### src/rtl/ufmt_regs.vh
// Register offsets, field positions, reset values and FIFO geometry for the
// UART trigger and line format block. Definitions only; no logic.
`ifndef UFMT_REGS_VH
`define UFMT_REGS_VH

// Register offsets on the plain register port
`define UFMT_OFS_DATA      3'h0
`define UFMT_OFS_IEN       3'h1
`define UFMT_OFS_FIFO      3'h2
`define UFMT_OFS_LINE      3'h3
`define UFMT_OFS_STATUS    3'h4
`define UFMT_OFS_MASK      3'h5
`define UFMT_OFS_EFR       3'h2

// Reset values
`define UFMT_FIFO_RST      8'h00
`define UFMT_LINE_RST      8'h00

// FIFO control fields
`define UFMT_FC_EN         0
`define UFMT_FC_RXCLR      1
`define UFMT_FC_TXCLR      2
`define UFMT_FC_TXT_LO     4
`define UFMT_FC_TXT_HI     5
`define UFMT_FC_RXT_LO     6
`define UFMT_FC_RXT_HI     7

// Line format fields
`define UFMT_LC_STOP       2
`define UFMT_LC_PEN        3
`define UFMT_LC_EVEN       4
`define UFMT_LC_STICK      5
`define UFMT_LC_BRK        6
`define UFMT_LC_DLAB       7

// Enhanced feature unlock bit
`define UFMT_EF_UNLOCK     4

// Status bits
`define UFMT_ST_TXTRIG     0
`define UFMT_ST_RXTRIG     1
`define UFMT_ST_PERR       2
`define UFMT_ST_FERR       3

// FIFO geometry
`define UFMT_DEPTH         64
`define UFMT_AW            6
`define UFMT_CW            7

// Divisor reset value (arbitrary small default)
`define UFMT_DIV_RST       16'h0001

`endif

### src/rtl/ufmt_fifo.v
// Flip-flop character FIFO with fill count and synchronous clear.
// Assumes one clock; writer and reader respect full and empty.
`timescale 1ns/1ps
`include "ufmt_regs.vh"

module ufmt_fifo (
    ref_clk,
    rst_n,
    clr,
    wr_valid,
    wr_data,
    wr_ready,
    rd_valid,
    rd_ready,
    rd_data,
    count
);
    input  wire       ref_clk;
    input  wire       rst_n;
    input  wire       clr;      // Drop all contents
    input  wire       wr_valid; // Push request
    input  wire [7:0] wr_data;  // Push data
    output wire       wr_ready; // Not full
    output wire       rd_valid; // Not empty
    input  wire       rd_ready; // Pop request
    output wire [7:0] rd_data;  // Head character
    output wire [`UFMT_CW-1:0] count; // Fill count

    reg  [7:0]          mem_r [0:`UFMT_DEPTH-1]; // Storage
    reg  [`UFMT_AW-1:0] wp_r;                    // Write index
    reg  [`UFMT_AW-1:0] rp_r;                    // Read index
    reg  [`UFMT_CW-1:0] cnt_r;                   // Fill count
    wire                push;
    wire                pop;

    assign wr_ready = (cnt_r != 7'h40);
    assign rd_valid = (cnt_r != 7'h00);
    assign push     = wr_valid & wr_ready;
    assign pop      = rd_ready & rd_valid;
    assign rd_data  = mem_r[rp_r];
    assign count    = cnt_r;

    // ------------------------------------------------------------
    // Index and count update
    // ------------------------------------------------------------
    always @(posedge ref_clk or negedge rst_n) begin
        if (!rst_n) begin
            wp_r  <= 6'h00;
            rp_r  <= 6'h00;
            cnt_r <= 7'h00;
        end else if (clr) begin
            wp_r  <= 6'h00;
            rp_r  <= 6'h00;
            cnt_r <= 7'h00;
        end else begin
            if (push)
                wp_r <= wp_r + 6'h01;
            if (pop)
                rp_r <= rp_r + 6'h01;
            if (push & ~pop)
                cnt_r <= cnt_r + 7'h01;
            else if (pop & ~push)
                cnt_r <= cnt_r - 7'h01;
        end
    end

    // Storage write, no reset needed
    always @(posedge ref_clk) begin
        if (push & ~clr)
            mem_r[wp_r] <= wr_data;
    end
endmodule

### src/rtl/ufmt_serial.v
// Serial framer: one transmitter and one receiver sharing a bit tick.
// Assumes format inputs are steady while a character is in flight.
`timescale 1ns/1ps
`include "ufmt_regs.vh"

module ufmt_serial (
    ref_clk,
    rst_n,
    tick16,
    wlen,
    stop_sel,
    par_en,
    par_even,
    par_stick,
    brk,
    tx_valid,
    tx_data,
    tx_ready,
    tx_idle,
    txd,
    rxd_s,
    rx_valid,
    rx_data,
    rx_perr,
    rx_ferr
);
    input  wire       ref_clk;
    input  wire       rst_n;
    input  wire       tick16;    // 16x bit rate strobe
    input  wire [1:0] wlen;      // Word length code
    input  wire       stop_sel;  // Longer stop
    input  wire       par_en;    // Parity on
    input  wire       par_even;  // Even select
    input  wire       par_stick; // Stick parity
    input  wire       brk;       // Force space
    input  wire       tx_valid;  // Character waiting
    input  wire [7:0] tx_data;   // Character
    output wire       tx_ready;  // Take character
    output wire       tx_idle;   // Shifter empty
    output reg        txd;       // Serial out
    input  wire       rxd_s;     // Synchronised serial in
    output reg        rx_valid;  // Character received pulse
    output reg  [7:0] rx_data;   // Received character
    output reg        rx_perr;   // Parity error with it
    output reg        rx_ferr;   // Stop error with it

    localparam S_IDLE = 2'h0;
    localparam S_DATA = 2'h1;
    localparam S_PAR  = 2'h2;
    localparam S_STOP = 2'h3;

    // Parity bit for data under current format
    function par_bit;
        input [7:0] d;
        input [1:0] wl;
        reg   [7:0] m;
        begin
            m = d & (8'h1f | ({6'h00, wl} == 8'h00 ? 8'h00 :
                     wl == 2'h1 ? 8'h20 : wl == 2'h2 ? 8'h60 : 8'he0));
            if (par_stick)
                par_bit = ~par_even;
            else
                par_bit = ~(^m) ^ par_even;
        end
    endfunction

    wire [3:0] nbits  = {2'h0, wlen} + 4'h5;
    // Stop length in 16x ticks
    wire [5:0] stop_t = !stop_sel ? 6'h10 : (wlen == 2'h0 ? 6'h18 : 6'h20);

    reg  [1:0] ts_r;   // Tx state
    reg  [5:0] tt_r;   // Tx tick count
    reg  [3:0] tb_r;   // Tx bit index
    reg  [7:0] tsh_r;  // Tx shifter
    reg        tline_r;
    reg        tp_r;

    assign tx_ready = (ts_r == S_IDLE) & ~tline_r;
    assign tx_idle  = (ts_r == S_IDLE) & ~tline_r;

    // ------------------------------------------------------------
    // Transmitter, start state uses tline_r as start flag
    // ------------------------------------------------------------
    always @(posedge ref_clk or negedge rst_n) begin
        if (!rst_n) begin
            ts_r <= S_IDLE; tt_r <= 6'h00; tb_r <= 4'h0;
            tsh_r <= 8'h00; tline_r <= 1'b0; tp_r <= 1'b0;
        end else if (ts_r == S_IDLE) begin
            if (!tline_r && tx_valid) begin
                tline_r <= 1'b1; tsh_r <= tx_data; tt_r <= 6'h00;
                tp_r <= par_bit(tx_data, wlen);
            end else if (tline_r && tick16) begin
                tt_r <= tt_r + 6'h01;
                if (tt_r == 6'h0f) begin
                    ts_r <= S_DATA; tt_r <= 6'h00; tb_r <= 4'h0;
                end
            end
        end else if (tick16) begin
            tt_r <= tt_r + 6'h01;
            case (ts_r)
                S_DATA: begin
                    if (tt_r == 6'h0f) begin
                        tt_r <= 6'h00; tsh_r <= {1'b0, tsh_r[7:1]};
                        tb_r <= tb_r + 4'h1;
                        if (tb_r == nbits - 4'h1)
                            ts_r <= par_en ? S_PAR : S_STOP;
                    end
                end
                S_PAR: begin
                    if (tt_r == 6'h0f) begin
                        tt_r <= 6'h00; ts_r <= S_STOP;
                    end
                end
                S_STOP: begin
                    if (tt_r == stop_t - 6'h01) begin
                        ts_r <= S_IDLE; tline_r <= 1'b0; tt_r <= 6'h00;
                    end
                end
                default: ts_r <= S_IDLE;
            endcase
        end
    end

    // Line level; break overrides only the pin
    always @(posedge ref_clk or negedge rst_n) begin
        if (!rst_n)
            txd <= 1'b1;
        else if (brk)
            txd <= 1'b0;
        else if (ts_r == S_IDLE)
            txd <= ~tline_r;
        else if (ts_r == S_DATA)
            txd <= tsh_r[0];
        else if (ts_r == S_PAR)
            txd <= tp_r;
        else
            txd <= 1'b1;
    end

    reg  [1:0] rs_r;   // Rx state
    reg  [4:0] rt_r;   // Rx tick count
    reg  [3:0] rb_r;   // Rx bit index
    reg  [7:0] rsh_r;  // Rx shifter
    reg        rpe_r;  // Parity mismatch seen

    // ------------------------------------------------------------
    // Receiver, mid-bit sampling
    // ------------------------------------------------------------
    always @(posedge ref_clk or negedge rst_n) begin
        if (!rst_n) begin
            rs_r <= S_IDLE; rt_r <= 5'h00; rb_r <= 4'h0; rsh_r <= 8'h00;
            rpe_r <= 1'b0; rx_valid <= 1'b0; rx_data <= 8'h00;
            rx_perr <= 1'b0; rx_ferr <= 1'b0;
        end else begin
            rx_valid <= 1'b0;
            if (tick16) begin
                rt_r <= rt_r + 5'h01;
                case (rs_r)
                    S_IDLE: begin
                        if (rxd_s)
                            rt_r <= 5'h00;
                        else if (rt_r == 5'h07) begin
                            rs_r <= S_DATA; rt_r <= 5'h00; rb_r <= 4'h0;
                            rpe_r <= 1'b0;
                        end
                    end
                    S_DATA: begin
                        if (rt_r == 5'h0f) begin
                            rt_r <= 5'h00;
                            rsh_r <= {rxd_s, rsh_r[7:1]};
                            rb_r <= rb_r + 4'h1;
                            if (rb_r == nbits - 4'h1)
                                rs_r <= par_en ? S_PAR : S_STOP;
                        end
                    end
                    S_PAR: begin
                        if (rt_r == 5'h0f) begin
                            rt_r <= 5'h00; rs_r <= S_STOP;
                            // Check against expected bit
                            rpe_r <= rxd_s ^ par_bit(rsh_r >> (4'h8 - nbits), wlen);
                        end
                    end
                    S_STOP: begin
                        if (rt_r == 5'h0f) begin
                            rs_r <= S_IDLE; rt_r <= 5'h00; rx_valid <= 1'b1;
                            rx_data <= rsh_r >> (4'h8 - nbits);
                            rx_perr <= rpe_r; rx_ferr <= ~rxd_s;
                        end
                    end
                    default: rs_r <= S_IDLE;
                endcase
            end
        end
    end
endmodule

### src/rtl/ufmt_top.v
// Top of the UART trigger and line format block: registers, FIFOs, framer.
// Assumes a same-clock register master; serial input is asynchronous.
//
// Overview of operation
// - Tx interrupt when fill below trigger level
// - Rx interrupt when fill equals trigger level
// - Tx trigger writable only when feature unlocked
// - Reset clears FIFO control register
// - FIFO control writes need enable bit set
// - Low two bits choose five to eight bits
// - Stop select: one, one-and-half or two
// - Parity bit after data, even or odd
// - Stick parity forces bit opposite even-select
// - Break holds output low, logic continues
// - Access bit switches to divisor and feature
// - Reset clears line format register
//
// The address map and strobed register access were decided locally.
`timescale 1ns/1ps
`include "ufmt_regs.vh"

module ufmt_top (
    ref_clk,
    rst_n,
    reg_addr,
    reg_wdata,
    reg_wr,
    reg_rd,
    reg_rdata,
    irq,
    rxd,
    txd
);
    input  wire       ref_clk;   // 20 MHz clock
    input  wire       rst_n;     // Async reset
    input  wire [2:0] reg_addr;  // Register offset
    input  wire [7:0] reg_wdata; // Write data
    input  wire       reg_wr;    // Write strobe
    input  wire       reg_rd;    // Read strobe
    output reg  [7:0] reg_rdata; // Read data, cycle after strobe
    output wire       irq;       // Level interrupt
    input  wire       rxd;       // Serial in pin
    output wire       txd;       // Serial out pin

    // ------------------------------------------------------------
    // Registers
    // ------------------------------------------------------------
    reg  [7:0]  fifo_control_r;        // FIFO control
    reg  [7:0]  line_format_control_r; // Line format control
    reg  [7:0]  enhanced_feature_reg_r;// Feature unlock
    reg  [7:0]  interrupt_enable_reg_r;// Kept for software
    reg  [15:0] baud_div_r;            // Divisor latches
    reg  [3:0]  stat_r;                // Sticky events
    reg  [3:0]  mask_r;                // Interrupt mask
    reg  [15:0] bcnt_r;                // Baud counter
    reg         tick_r;                // 16x strobe
    reg  [1:0]  rx_sync_r;             // Pin synchroniser
    reg  [7:0]  fc_nxt;                // Next FIFO control
    reg  [3:0]  stat_nxt;              // Next status
    reg  [7:0]  rd_nxt;                // Next read data

    wire        dlab  = line_format_control_r[`UFMT_LC_DLAB];
    wire        wr_fc = reg_wr & (reg_addr == `UFMT_OFS_FIFO) & ~dlab;
    wire        wr_ef = reg_wr & (reg_addr == `UFMT_OFS_EFR) & dlab;
    wire        wr_th = reg_wr & (reg_addr == `UFMT_OFS_DATA) & ~dlab;
    wire        rd_rb = reg_rd & (reg_addr == `UFMT_OFS_DATA) & ~dlab;

    wire [`UFMT_CW-1:0] tx_cnt;
    wire [`UFMT_CW-1:0] rx_cnt;
    wire        tx_wr_ready;
    wire        tx_q_valid;
    wire [7:0]  tx_q_data;
    wire        tx_idle;
    wire        rx_q_valid;
    wire [7:0]  rx_q_data;
    wire        rx_wr_ready;
    wire        rx_valid;
    wire [7:0]  rx_data;
    wire        rx_perr;
    wire        rx_ferr;
    wire        tx_take;

    // Trigger level decode
    function [6:0] tx_level;
        input [1:0] code;
        begin
            case (code)
                2'h0:    tx_level = 7'h08;
                2'h1:    tx_level = 7'h10;
                2'h2:    tx_level = 7'h20;
                default: tx_level = 7'h38;
            endcase
        end
    endfunction

    function [6:0] rx_level;
        input [1:0] code;
        begin
            case (code)
                2'h0:    rx_level = 7'h08;
                2'h1:    rx_level = 7'h10;
                2'h2:    rx_level = 7'h38;
                default: rx_level = 7'h3c;
            endcase
        end
    endfunction

    wire fifo_on = fifo_control_r[`UFMT_FC_EN];
    wire tx_trig = fifo_on &
        (tx_cnt < tx_level(fifo_control_r[`UFMT_FC_TXT_HI:`UFMT_FC_TXT_LO]));
    wire rx_trig = fifo_on &
        (rx_cnt == rx_level(fifo_control_r[`UFMT_FC_RXT_HI:`UFMT_FC_RXT_LO]));
    reg  tx_trig_d_r;
    reg  rx_trig_d_r;

    // Clear pulses, also on leaving or entering FIFO mode
    wire mode_chg = wr_fc & (reg_wdata[`UFMT_FC_EN] != fifo_on);
    wire tx_clr   = (wr_fc & reg_wdata[`UFMT_FC_EN] & reg_wdata[`UFMT_FC_TXCLR]) | mode_chg;
    wire rx_clr   = (wr_fc & reg_wdata[`UFMT_FC_EN] & reg_wdata[`UFMT_FC_RXCLR]) | mode_chg;

    // FIFO control next value; clear bits are self-clearing
    always @* begin
        fc_nxt = fifo_control_r;
        if (wr_fc) begin
            if (reg_wdata[`UFMT_FC_EN]) begin
                fc_nxt[7:6] = reg_wdata[7:6];
                fc_nxt[3]   = reg_wdata[3];
                fc_nxt[0]   = 1'b1;
                if (enhanced_feature_reg_r[`UFMT_EF_UNLOCK])
                    fc_nxt[5:4] = reg_wdata[5:4];
            end else begin
                fc_nxt[0] = 1'b0;
            end
        end
        fc_nxt[2:1] = 2'h0;
    end

    // Status next value; a new event beats the read clear
    always @* begin
        stat_nxt = stat_r;
        if (reg_rd && reg_addr == `UFMT_OFS_STATUS)
            stat_nxt = 4'h0;
        if (tx_trig & ~tx_trig_d_r)
            stat_nxt[`UFMT_ST_TXTRIG] = 1'b1;
        if (rx_trig & ~rx_trig_d_r)
            stat_nxt[`UFMT_ST_RXTRIG] = 1'b1;
        if (rx_valid & rx_perr)
            stat_nxt[`UFMT_ST_PERR] = 1'b1;
        if (rx_valid & rx_ferr)
            stat_nxt[`UFMT_ST_FERR] = 1'b1;
    end

    // Read mux
    always @* begin
        rd_nxt = 8'h00;
        case (reg_addr)
            `UFMT_OFS_DATA:   rd_nxt = dlab ? baud_div_r[7:0] : rx_q_data;
            `UFMT_OFS_IEN:    rd_nxt = dlab ? baud_div_r[15:8] : interrupt_enable_reg_r;
            `UFMT_OFS_FIFO:   rd_nxt = dlab ? enhanced_feature_reg_r : 8'h00;
            `UFMT_OFS_LINE:   rd_nxt = line_format_control_r;
            `UFMT_OFS_STATUS: rd_nxt = {2'h0, tx_idle, tx_idle & ~tx_q_valid, stat_r};
            `UFMT_OFS_MASK:   rd_nxt = {4'h0, mask_r};
            default:          rd_nxt = 8'h00;
        endcase
    end

    // ------------------------------------------------------------
    // Register writes and read data
    // ------------------------------------------------------------
    always @(posedge ref_clk or negedge rst_n) begin
        if (!rst_n) begin
            fifo_control_r         <= `UFMT_FIFO_RST;
            line_format_control_r  <= `UFMT_LINE_RST;
            enhanced_feature_reg_r <= 8'h00;
            interrupt_enable_reg_r <= 8'h00;
            baud_div_r             <= `UFMT_DIV_RST;
            stat_r                 <= 4'h0;
            mask_r                 <= 4'h0;
            reg_rdata              <= 8'h00;
            tx_trig_d_r            <= 1'b0;
            rx_trig_d_r            <= 1'b0;
        end else begin
            fifo_control_r <= fc_nxt;
            stat_r         <= stat_nxt;
            tx_trig_d_r    <= tx_trig;
            rx_trig_d_r    <= rx_trig;
            reg_rdata      <= reg_rd ? rd_nxt : 8'h00;
            if (reg_wr && reg_addr == `UFMT_OFS_LINE)
                line_format_control_r <= reg_wdata;
            if (wr_ef)
                enhanced_feature_reg_r <= reg_wdata;
            if (reg_wr && reg_addr == `UFMT_OFS_DATA && dlab)
                baud_div_r[7:0] <= reg_wdata;
            if (reg_wr && reg_addr == `UFMT_OFS_IEN && dlab)
                baud_div_r[15:8] <= reg_wdata;
            if (reg_wr && reg_addr == `UFMT_OFS_IEN && !dlab)
                interrupt_enable_reg_r <= reg_wdata;
            if (reg_wr && reg_addr == `UFMT_OFS_MASK)
                mask_r <= reg_wdata[3:0];
        end
    end

    assign irq = |(stat_r & mask_r);

    // ------------------------------------------------------------
    // Baud tick and pin synchroniser
    // ------------------------------------------------------------
    always @(posedge ref_clk or negedge rst_n) begin
        if (!rst_n) begin
            bcnt_r    <= 16'h0000;
            tick_r    <= 1'b0;
            rx_sync_r <= 2'h3;
        end else begin
            rx_sync_r <= {rx_sync_r[0], rxd};
            tick_r    <= 1'b0;
            if (bcnt_r >= baud_div_r - 16'h0001) begin
                bcnt_r <= 16'h0000;
                tick_r <= 1'b1;
            end else begin
                bcnt_r <= bcnt_r + 16'h0001;
            end
        end
    end

    // ------------------------------------------------------------
    // FIFOs and framer
    // ------------------------------------------------------------
    ufmt_fifo u_txq (
        .ref_clk  (ref_clk),
        .rst_n    (rst_n),
        .clr      (tx_clr),
        .wr_valid (wr_th),
        .wr_data  (reg_wdata),
        .wr_ready (tx_wr_ready),
        .rd_valid (tx_q_valid),
        .rd_ready (tx_take),
        .rd_data  (tx_q_data),
        .count    (tx_cnt)
    );

    ufmt_fifo u_rxq (
        .ref_clk  (ref_clk),
        .rst_n    (rst_n),
        .clr      (rx_clr),
        .wr_valid (rx_valid),
        .wr_data  (rx_data),
        .wr_ready (rx_wr_ready),
        .rd_valid (rx_q_valid),
        .rd_ready (rd_rb),
        .rd_data  (rx_q_data),
        .count    (rx_cnt)
    );

    // Framer starts a character when idle and a byte waits
    assign tx_take = tx_idle & tx_q_valid;

    ufmt_serial u_ser (
        .ref_clk   (ref_clk),
        .rst_n     (rst_n),
        .tick16    (tick_r),
        .wlen      (line_format_control_r[1:0]),
        .stop_sel  (line_format_control_r[`UFMT_LC_STOP]),
        .par_en    (line_format_control_r[`UFMT_LC_PEN]),
        .par_even  (line_format_control_r[`UFMT_LC_EVEN]),
        .par_stick (line_format_control_r[`UFMT_LC_STICK]),
        .brk       (line_format_control_r[`UFMT_LC_BRK]),
        .tx_valid  (tx_take),
        .tx_data   (tx_q_data),
        .tx_ready  (),
        .tx_idle   (tx_idle),
        .txd       (txd),
        .rxd_s     (rx_sync_r[1]),
        .rx_valid  (rx_valid),
        .rx_data   (rx_data),
        .rx_perr   (rx_perr),
        .rx_ferr   (rx_ferr)
    );
endmodule

### config.mk
export PLATFORM = sky130hd
export DESIGN_NAME = ufmt_top
export DESIGN_NICKNAME = d
export VERILOG_FILES = /design/src/rtl/ufmt_fifo.v /design/src/rtl/ufmt_serial.v /design/src/rtl/ufmt_top.v
export VERILOG_INCLUDE_DIRS = /design/src /design/src/rtl
export SDC_FILE = /design/constraint.sdc
export NUM_CORES = 1
export LEC_CHECK = 0
export ABC_AREA = 1
export BUFFER_PORTS_ARGS = -buffer_cell sky130_fd_sc_hd__buf_2
export CAP_MARGIN = 5
export CORE_ASPECT_RATIO = 2
export CORE_MARGIN = 3
export CORE_UTILIZATION = 43
export CTS_BUF_LIST = sky130_fd_sc_hd__clkbuf_16
export CTS_CLUSTER_DIAMETER = 30
export DETAILED_ROUTE_END_ITERATION = 10
export SYNTH_ARGS = -nofsm -noshare
export SYNTH_HDL_FRONTEND = slang
export SYNTH_SLANG_ARGS = --single-unit
### constraint.sdc
create_clock -name ref_clk -period 8.2 [get_ports ref_clk]
set_input_delay 0.41 -clock ref_clk [delete_from_list [all_inputs] [get_ports ref_clk]]
set_output_delay 0.41 -clock ref_clk [all_outputs]
set_load 0.005 [all_outputs]
==> results of run 1 <==
==> worst max path at each step <==
| stage | from | endpoint | slack, ps |
|---|---|---|---|
| after detailed placement | line_format_control_r[7] | u_rxq.mem_r[59][5] | 3370 |
| after global placement | line_format_control_r[7] | u_rxq.mem_r[5][2] | 3560 |
| after global routing | line_format_control_r[7] | u_rxq.mem_r[53][0] | 3020 |
| after floorplan | baud_div_r[0] | bcnt_r[13] | 4950 |
| final | line_format_control_r[7] | u_rxq.mem_r[5][5] | 3320 |
| after CTS | line_format_control_r[7] | u_rxq.mem_r[57][1] | 3350 |
==> logic make-up (layout without fill, tap and decap cells) <==
logic type / after synthesis / in the layout / synth area share [%]
DFF: 1198 / 1198 / 69.1
and+or+nand+nor: 2077 / 2077 / 17.2
buffers and inverters: 429 / 523 / 3.91
other: 0 / 1 / 0
muxes: 1 / 1 / 0.0222
AOI/OAI and AO/OA: 672 / 672 / 7.61
adders and majority gates: 56 / 56 / 1.41
xor gates and xnor gates: 45 / 45 / 0.776
==> area by class of cell <==
type / instances / share of cell area, %
antenna: 1 / 0.00440
multi-input combinational: 2851 / 24.1
timing repair buffer: 63 / 0.790
clock buffer: 146 / 6.43
clock inverter: 119 / 2.20
inverter: 195 / 1.31
tap: 1521 / 3.35
sequential: 1198 / 61.8
==> Yosys cell counts, types with 56 or more instances <==
cell type / number / area (um2)
nand3_1: 541 / 2710
nor2_1: 480 / 1800
buf_2: 67 / 335
inv_1: 180 / 676
o22ai_1: 85 / 532
edfxtp_1: 1024 / 30700
nand2_1: 954 / 3580
a21oi_1: 70 / 350
dfrtp_1: 170 / 4250
o221ai_1: 56 / 490
o21ai_0: 391 / 1960
clkbuf_1: 118 / 443
==> power breakdown <==
| part | internal [mW] | switching [mW] |
|---|---|---|
| registers | 6.74 | 0.271 |
| logic | 1.00 | 2.34 |
| clock network | 3.78 | 2.67 |
==> registers in the layout, indices dropped and copies added, names as in the netlist, 8 cells and up <==
name / count
bcnt_r: 16
line_format_control_r: 8
u_ser.tsh_r: 8
baud_div_r: 16
reg_rdata: 8
enhanced_feature_reg_r: 8
u_ser.rsh_r: 8
interrupt_enable_reg_r: 8
u_ser.rx_data: 8
u_rxq.mem_r: 512
u_txq.mem_r: 512
==> worst max-delay path, cell delays in order, from the launching register on <==
cell,delay [ps]
dfrtp_1,680
clkinv_1,780
nand3_1,400
nor2_1,120
inv_1,170
o21ai_2,160
nor2_2,320
nand4_1,940
nor2_1,940
==> stage by stage <==
| step | total power, mW | setup slack (ps) | util, % | hold WS, ps |
|---|---|---|---|---|
| final | 16.8 | 3320 | 48.7 | 68.6 |
| after global routing | 17.5 | 3020 | 48.7 | 33.1 |
| after CTS | 16.9 | 3350 | 48.7 | 21.8 |
| after detailed placement | 10.4 | 3370 | 44.5 | 347 |
| after global placement | 10.4 | 3560 | 44.5 | 347 |
| after floorplan | 9.33 | 4950 | - | 114 |
==> layer usage <==
| layer | vias to the layer above | share of wire, % | wire length (um) |
|---|---|---|---|
| met5 | - | 0.0092 | 13 |
| met4 | 2 | 7.1 | 10100 |
| met3 | 400 | 4.6 | 6530 |
| met2 | 1052 | 55 | 78500 |
| met1 | 16700 | 33 | 46800 |
| li1 | 15900 | - | - |
==> results_dict.tcl, run 1 <==
set metrics [dict create \
    hp-class "in -> reg" \
    firstDrtPassIters 5 \
    final_common_cell "edfxtp_1" \
    postLayoutCellArea_um2 56900 \
    core_um2 117000 \
    drt_iter0_drc 2462 \
    dieHeight_um 492 \
    reg2reg_depth 8 \
    final_cells 6094 \
    slew_headroom_pct 21.0 \
    leakage_nw 21.8 \
    critical_path_class "reg -> reg" \
    syn2layout_area_growth_pct 11.9 \
    worstPathRequired_ps 8580 \
    cp-end-kind "register" \
    synth_edf_count 1024 \
    grt_pass1_wl_um 210000 \
    clockBufferDepth 3 \
    cts_tree "built" \
    rows 177 \
    initial_utilization_pct 43.5 \
    antenna_found_initial 3 \
    ctsResizeCount 0 \
    outcome "completed" \
    multiInputGateArea_um2 13700 \
    grt_pass1_vias 34000 \
    reg2reg_to "u_rxq.mem_r[5][5]" \
    drc_errors 0 \
    synth.avg_cell_area_um2 11.3 \
    async_flop_share_pct 14.5 \
    power_density_nw_per_um2 296 \
    place_congestion 0.962 \
    finalHoldViolCount 0 \
    cts_sinks 1198 \
    ys_ff_latch 1198 \
    num_io_pins 26 \
    post_dp_cell_area_um2 51900 \
    grt.busiest_layer "met2" \
    drive_gt1_share_pct 7.50 \
    grt_util_met3_pct 3.48 \
    htreeDepth 4 \
    fin_crit_ps 4880 \
    cts_buffers 144 \
    ys.flop_type "edfxtp_1" \
    rsz0062_at_grt "false" \
    critPathMaxFanout 27 \
    grtUsageMet1_pct 22.4 \
    dp_cells 5825 \
    cp_data_arrival_time_ps 5260 \
    regArea_um2 35200 \
    ir_drop_mv 0.274 \
    synth_cell_types 59 \
    finalSetupTns_ps 0 \
    drtAntennaViolNets 0 \
    synth_fp_nets 4550 \
    synth.cell_area_um2 50800 \
    min_period_over_period_pct 59.5 \
    detail_route.vias_per_cell 5.58 \
    fillers 10400 \
    slew_viol_final 0 \
    yosysWarnings 0 \
    wire_per_inst_um 23.3 \
    postCtsSetupBuffers 0 \
    met2_usage_pct 43.9 \
    clock_latency_ps 780 \
    cts_hold_buffers 2 \
    setup_viol 0 \
    num_vias 34000 \
    grtUsageTotal_pct 22.8 \
    die-area_um2 123000 \
    clk_pin_slew_ps 60 \
    worstHoldStart "reg_wdata[0]" \
    hold-path-endpoint "u_txq.mem_r[21][0]" \
    timing.max_cap.violations 0 \
    fmax_mhz 205 \
    die_x_um 249 \
    final_net_count 4525 \
    layout_common_cells "edfxtp_1 (1024), nand2_1 (954), nand3_1 (541)" \
    r2r_slack_ps 3320 \
    hold_path_depth 1 \
    startpoint_type "register" \
    regToRegStartpoint "line_format_control_r[7]" \
    grt_max_degree 171 \
    ys_seq_area_share_pct 69.1 \
    synth_cells 4478 \
    port_buffers 25 \
    post-dp-hpwl_um 91800 \
    grt-ovfl-total 0 \
    root_buffer "clkbuf_16" \
    worst_slew_pin_slew_ps 1180 \
    drt-total-wl_um 142000 \
    fin_worst_skew_ps 34.5 \
]
No activity file was read; power rests on OpenSTA's default activity.
==> run 2, diff against run 1 <==
--- a/config.mk
+++ b/config.mk
@@ -6,7 +6,7 @@
 export SDC_FILE = /design/constraint.sdc
 export NUM_CORES = 1
 export LEC_CHECK = 0
-export ABC_AREA = 1
+export ABC_AREA = 0
 export BUFFER_PORTS_ARGS = -buffer_cell sky130_fd_sc_hd__buf_2
 export CAP_MARGIN = 5
 export CORE_ASPECT_RATIO = 2
==> constraint.sdc (replaced) <==
create_clock -name ref_clk -period 5.04 [get_ports ref_clk]
set_input_delay 0.252 -clock ref_clk [delete_from_list [all_inputs] [get_ports ref_clk]]
set_output_delay 0.252 -clock ref_clk [all_outputs]
set_load 0.005 [all_outputs]
==> results_dict.tcl, run 2 <==
set metrics [dict create \
    rows 174 \
    synth.avg_cell_area_um2 18.6 \
    die-area_um2 119000 \
    grt-ovfl-total 0 \
    holdWs_ps 110 \
    port_buffers 25 \
    place_congestion 0.836 \
    grt_pass1_wl_um 181000 \
    detail_route.vias_per_cell 5.72 \
    postCtsSetupBuffers 0 \
    syn2layout_area_growth_pct 14.5 \
    top_regs "u_rxq.mem_r (512), u_txq.mem_r (512)" \
    drc_errors 0 \
    ys_seq_area_share_pct 71.4 \
    post_dp_cell_area_um2 51300 \
    critical_path_class "reg -> reg" \
    final_net_count 2834 \
    slew_viol_final 0 \
    fin_worst_skew_ps 28.9 \
    cp_data_arrival_time_ps 4970 \
    ir_drop_mv 0.305 \
    synth_fp_nets 2721 \
    final_core_util_pct 49.8 \
    synth_top_cell_area_share_pct 62.5 \
    power_density_nw_per_um2 419 \
    worst_slew_pin_slew_ps 1350 \
    synth_cell_types 62 \
    drt_iter0_drc 1681 \
    hp-class "in -> reg" \
    outcome "completed" \
    synthMostInstantiatedCell "edfxtp_1" \
    hold-path-endpoint "reg_rdata[4]" \
    finalSetupTns_ps 0 \
    drt-total-wl_um 123000 \
    cts_hold_buffers 7 \
    fillers 9099 \
    layout_common_cells "edfxtp_1 (1024), mux4_2 (312), nor2_1 (229)" \
    setup_viol 0 \
    firstDrtPassIters 5 \
    htreeDepth 4 \
    num_vias 25100 \
    drtAntennaViolNets 0 \
    num_io_pins 26 \
    rsz0062_at_grt "false" \
    drive_gt1_share_pct 26.2 \
    synth_edf_count 1024 \
    cpPeakStageDelay_ps 1030 \
    antenna_found_initial 6 \
    clockBufferDepth 3 \
    fmax_mhz 232 \
    initial_utilization_pct 43.5 \
    grt_pass1_vias 27100 \
    cts_sinks 1198 \
    r2r_slack_ps 720 \
    timing.max_cap.violations 0 \
    leakage_nw 18.4 \
    ys_top_cells_by_area "edfxtp_1 (63%), mux4_2 (14%), dfrtp_1 (8.7%), nor2_1 (1.8%), mux2_2 (1.4%)" \
    wire_per_inst_um 28.0 \
    reg2reg_to "u_ser.tp_r" \
    slew_headroom_pct 10.1 \
    critPathTopFamily "compound AO/OA/AOI/OAI gates" \
    synth_cells 2649 \
    post-dp-hpwl_um 83500 \
    synth_area_leader_cell "edfxtp_1" \
    synthTopCellsByCount "edfxtp_1 (1024), mux4_2 (312), nor2_1 (230), dfrtp_1 (170), nand2_1 (121)" \
    root_buffer "clkbuf_16" \
    reg2reg_depth 12 \
    ctsResizeCount 0 \
    die_x_um 245 \
    critPathMaxFanout 34 \
    fin_crit_ps 4320 \
    final_common_cell "edfxtp_1" \
    ys_ff_latch 1198 \
    crit_slowest_cell "a2111oi_0" \
    yosysWarnings 0 \
    worstHoldStart "reg_addr[0]" \
    postLayoutCellArea_um2 56300 \
    cts_buffers 144 \
    cts_tree "built" \
    hold_path_depth 4 \
    startpoint_type "register" \
    grt_max_degree 95 \
    clock_latency_ps 750 \
    ys.flop_type "edfxtp_1" \
    dieHeight_um 484 \
    finalHoldViolCount 0 \
    min_period_over_period_pct 85.7 \
    worstPathRequired_ps 5690 \
    crit_path_cell_trace "buf_4 > mux4_2 > mux2i_1 > mux2i_1 > a2111oi_0 > buf_4 > a311oi_1 > xnor2_1 > nor2_1 > xnor2_1 > nor3_1 > o31ai_2" \
    grtUsageTotal_pct 21.0 \
    synth.cell_area_um2 49200 \
    async_flop_share_pct 14.5 \
    clk_pin_slew_ps 60 \
    regToRegStartpoint "u_txq.rp_r[0]" \
    cp-end-kind "register" \
    crit_buf_inv 2 \
    core_um2 113000 \
]
-- run 2: worst reg2reg max path, stage by stage, from the launching register on --
cell,delay [ps]
dfrtp_4,930
buf_4,390
mux4_2,550
mux2i_1,150
mux2i_1,100
a2111oi_0,1030
buf_4,260
a311oi_1,50
xnor2_1,190
nor2_1,70
xnor2_1,200
nor3_1,90
o31ai_2,220
-- run 2: worst max path at each step --
stage / from / to / slack, ps / cells past startpoint
finish: u_txq.rp_r[0] / u_ser.tp_r / 720 / 12
global route: u_txq.rp_r[0] / u_ser.tp_r / 480 / 12
CTS: u_txq.rp_r[0] / u_ser.tp_r / 630 / 12
detailed placement: u_txq.rp_r[0] / u_ser.tp_r / 680 / 12
global placement: u_txq.rp_r[0] / u_ser.tp_r / 740 / 12
floorplan: u_txq.count[3] / u_txq.count[6] / 1710 / 15
-- run 2: cell type report --
cell class | instances | area (um2) | area share (%)
multi-input cells | 1280 | 13300 | 23.7
repair buffers | 105 | 867 | 1.54
flip-flops and latches | 1198 | 35100 | 62.4
diodes | 5 | 12.5 | 0.0222
clock inverters | 114 | 1240 | 2.20
inverters | 33 | 124 | 0.220
clock buffers | 149 | 3730 | 6.62
well taps | 1496 | 1870 | 3.32
-- run 2: metrics by stage --
stage          instances  power (mW)  setup slack (ps)
2_1_floorplan       2649        12.5              1710
3_3_place_gp        4104        13.1               739
3_5_place_dp        4104        13.2               676
4_1_cts             4374        23.8               632
5_1_grt             4375        24.4               478
6_report            4380        23.6               723
-- run 2: routing by layer --
metal | routed length [um] | global-route usage (%)
met1 | 38300 | 20.4
met2 | 71300 | 40.8
met5 | 16 | 0
met4 | 7720 | 11.7
met3 | 5320 | 3.93
-- run 2: cells by family (layout without fill, tap and decap cells) --
| logic type | count (synthesis) | in the layout | synth area share, % |
|---|---|---|---|
| flip-flops | 1198 | 1198 | 71.4 |
| AND/OR/NAND/NOR | 508 | 508 | 4.64 |
| multiplexers | 407 | 407 | 16.4 |
| AO/OA/AOI/OAI | 227 | 227 | 3.16 |
| buffers and inverters | 171 | 401 | 1.48 |
| XOR/XNOR | 82 | 82 | 1.49 |
| adder cells (fa/ha/maj) | 56 | 56 | 1.46 |
| other | 0 | 5 | 0 |
-- run 2: where the power goes --
group / internal [mW] / switching, mW / leakage (nW)
Combinational: 0.700 / 0.972 / 4.60
Sequential: 10.9 / 0.373 / 11.4
Clock: 6.23 / 4.39 / 2.43
Total: 17.9 / 5.73 / 18.4
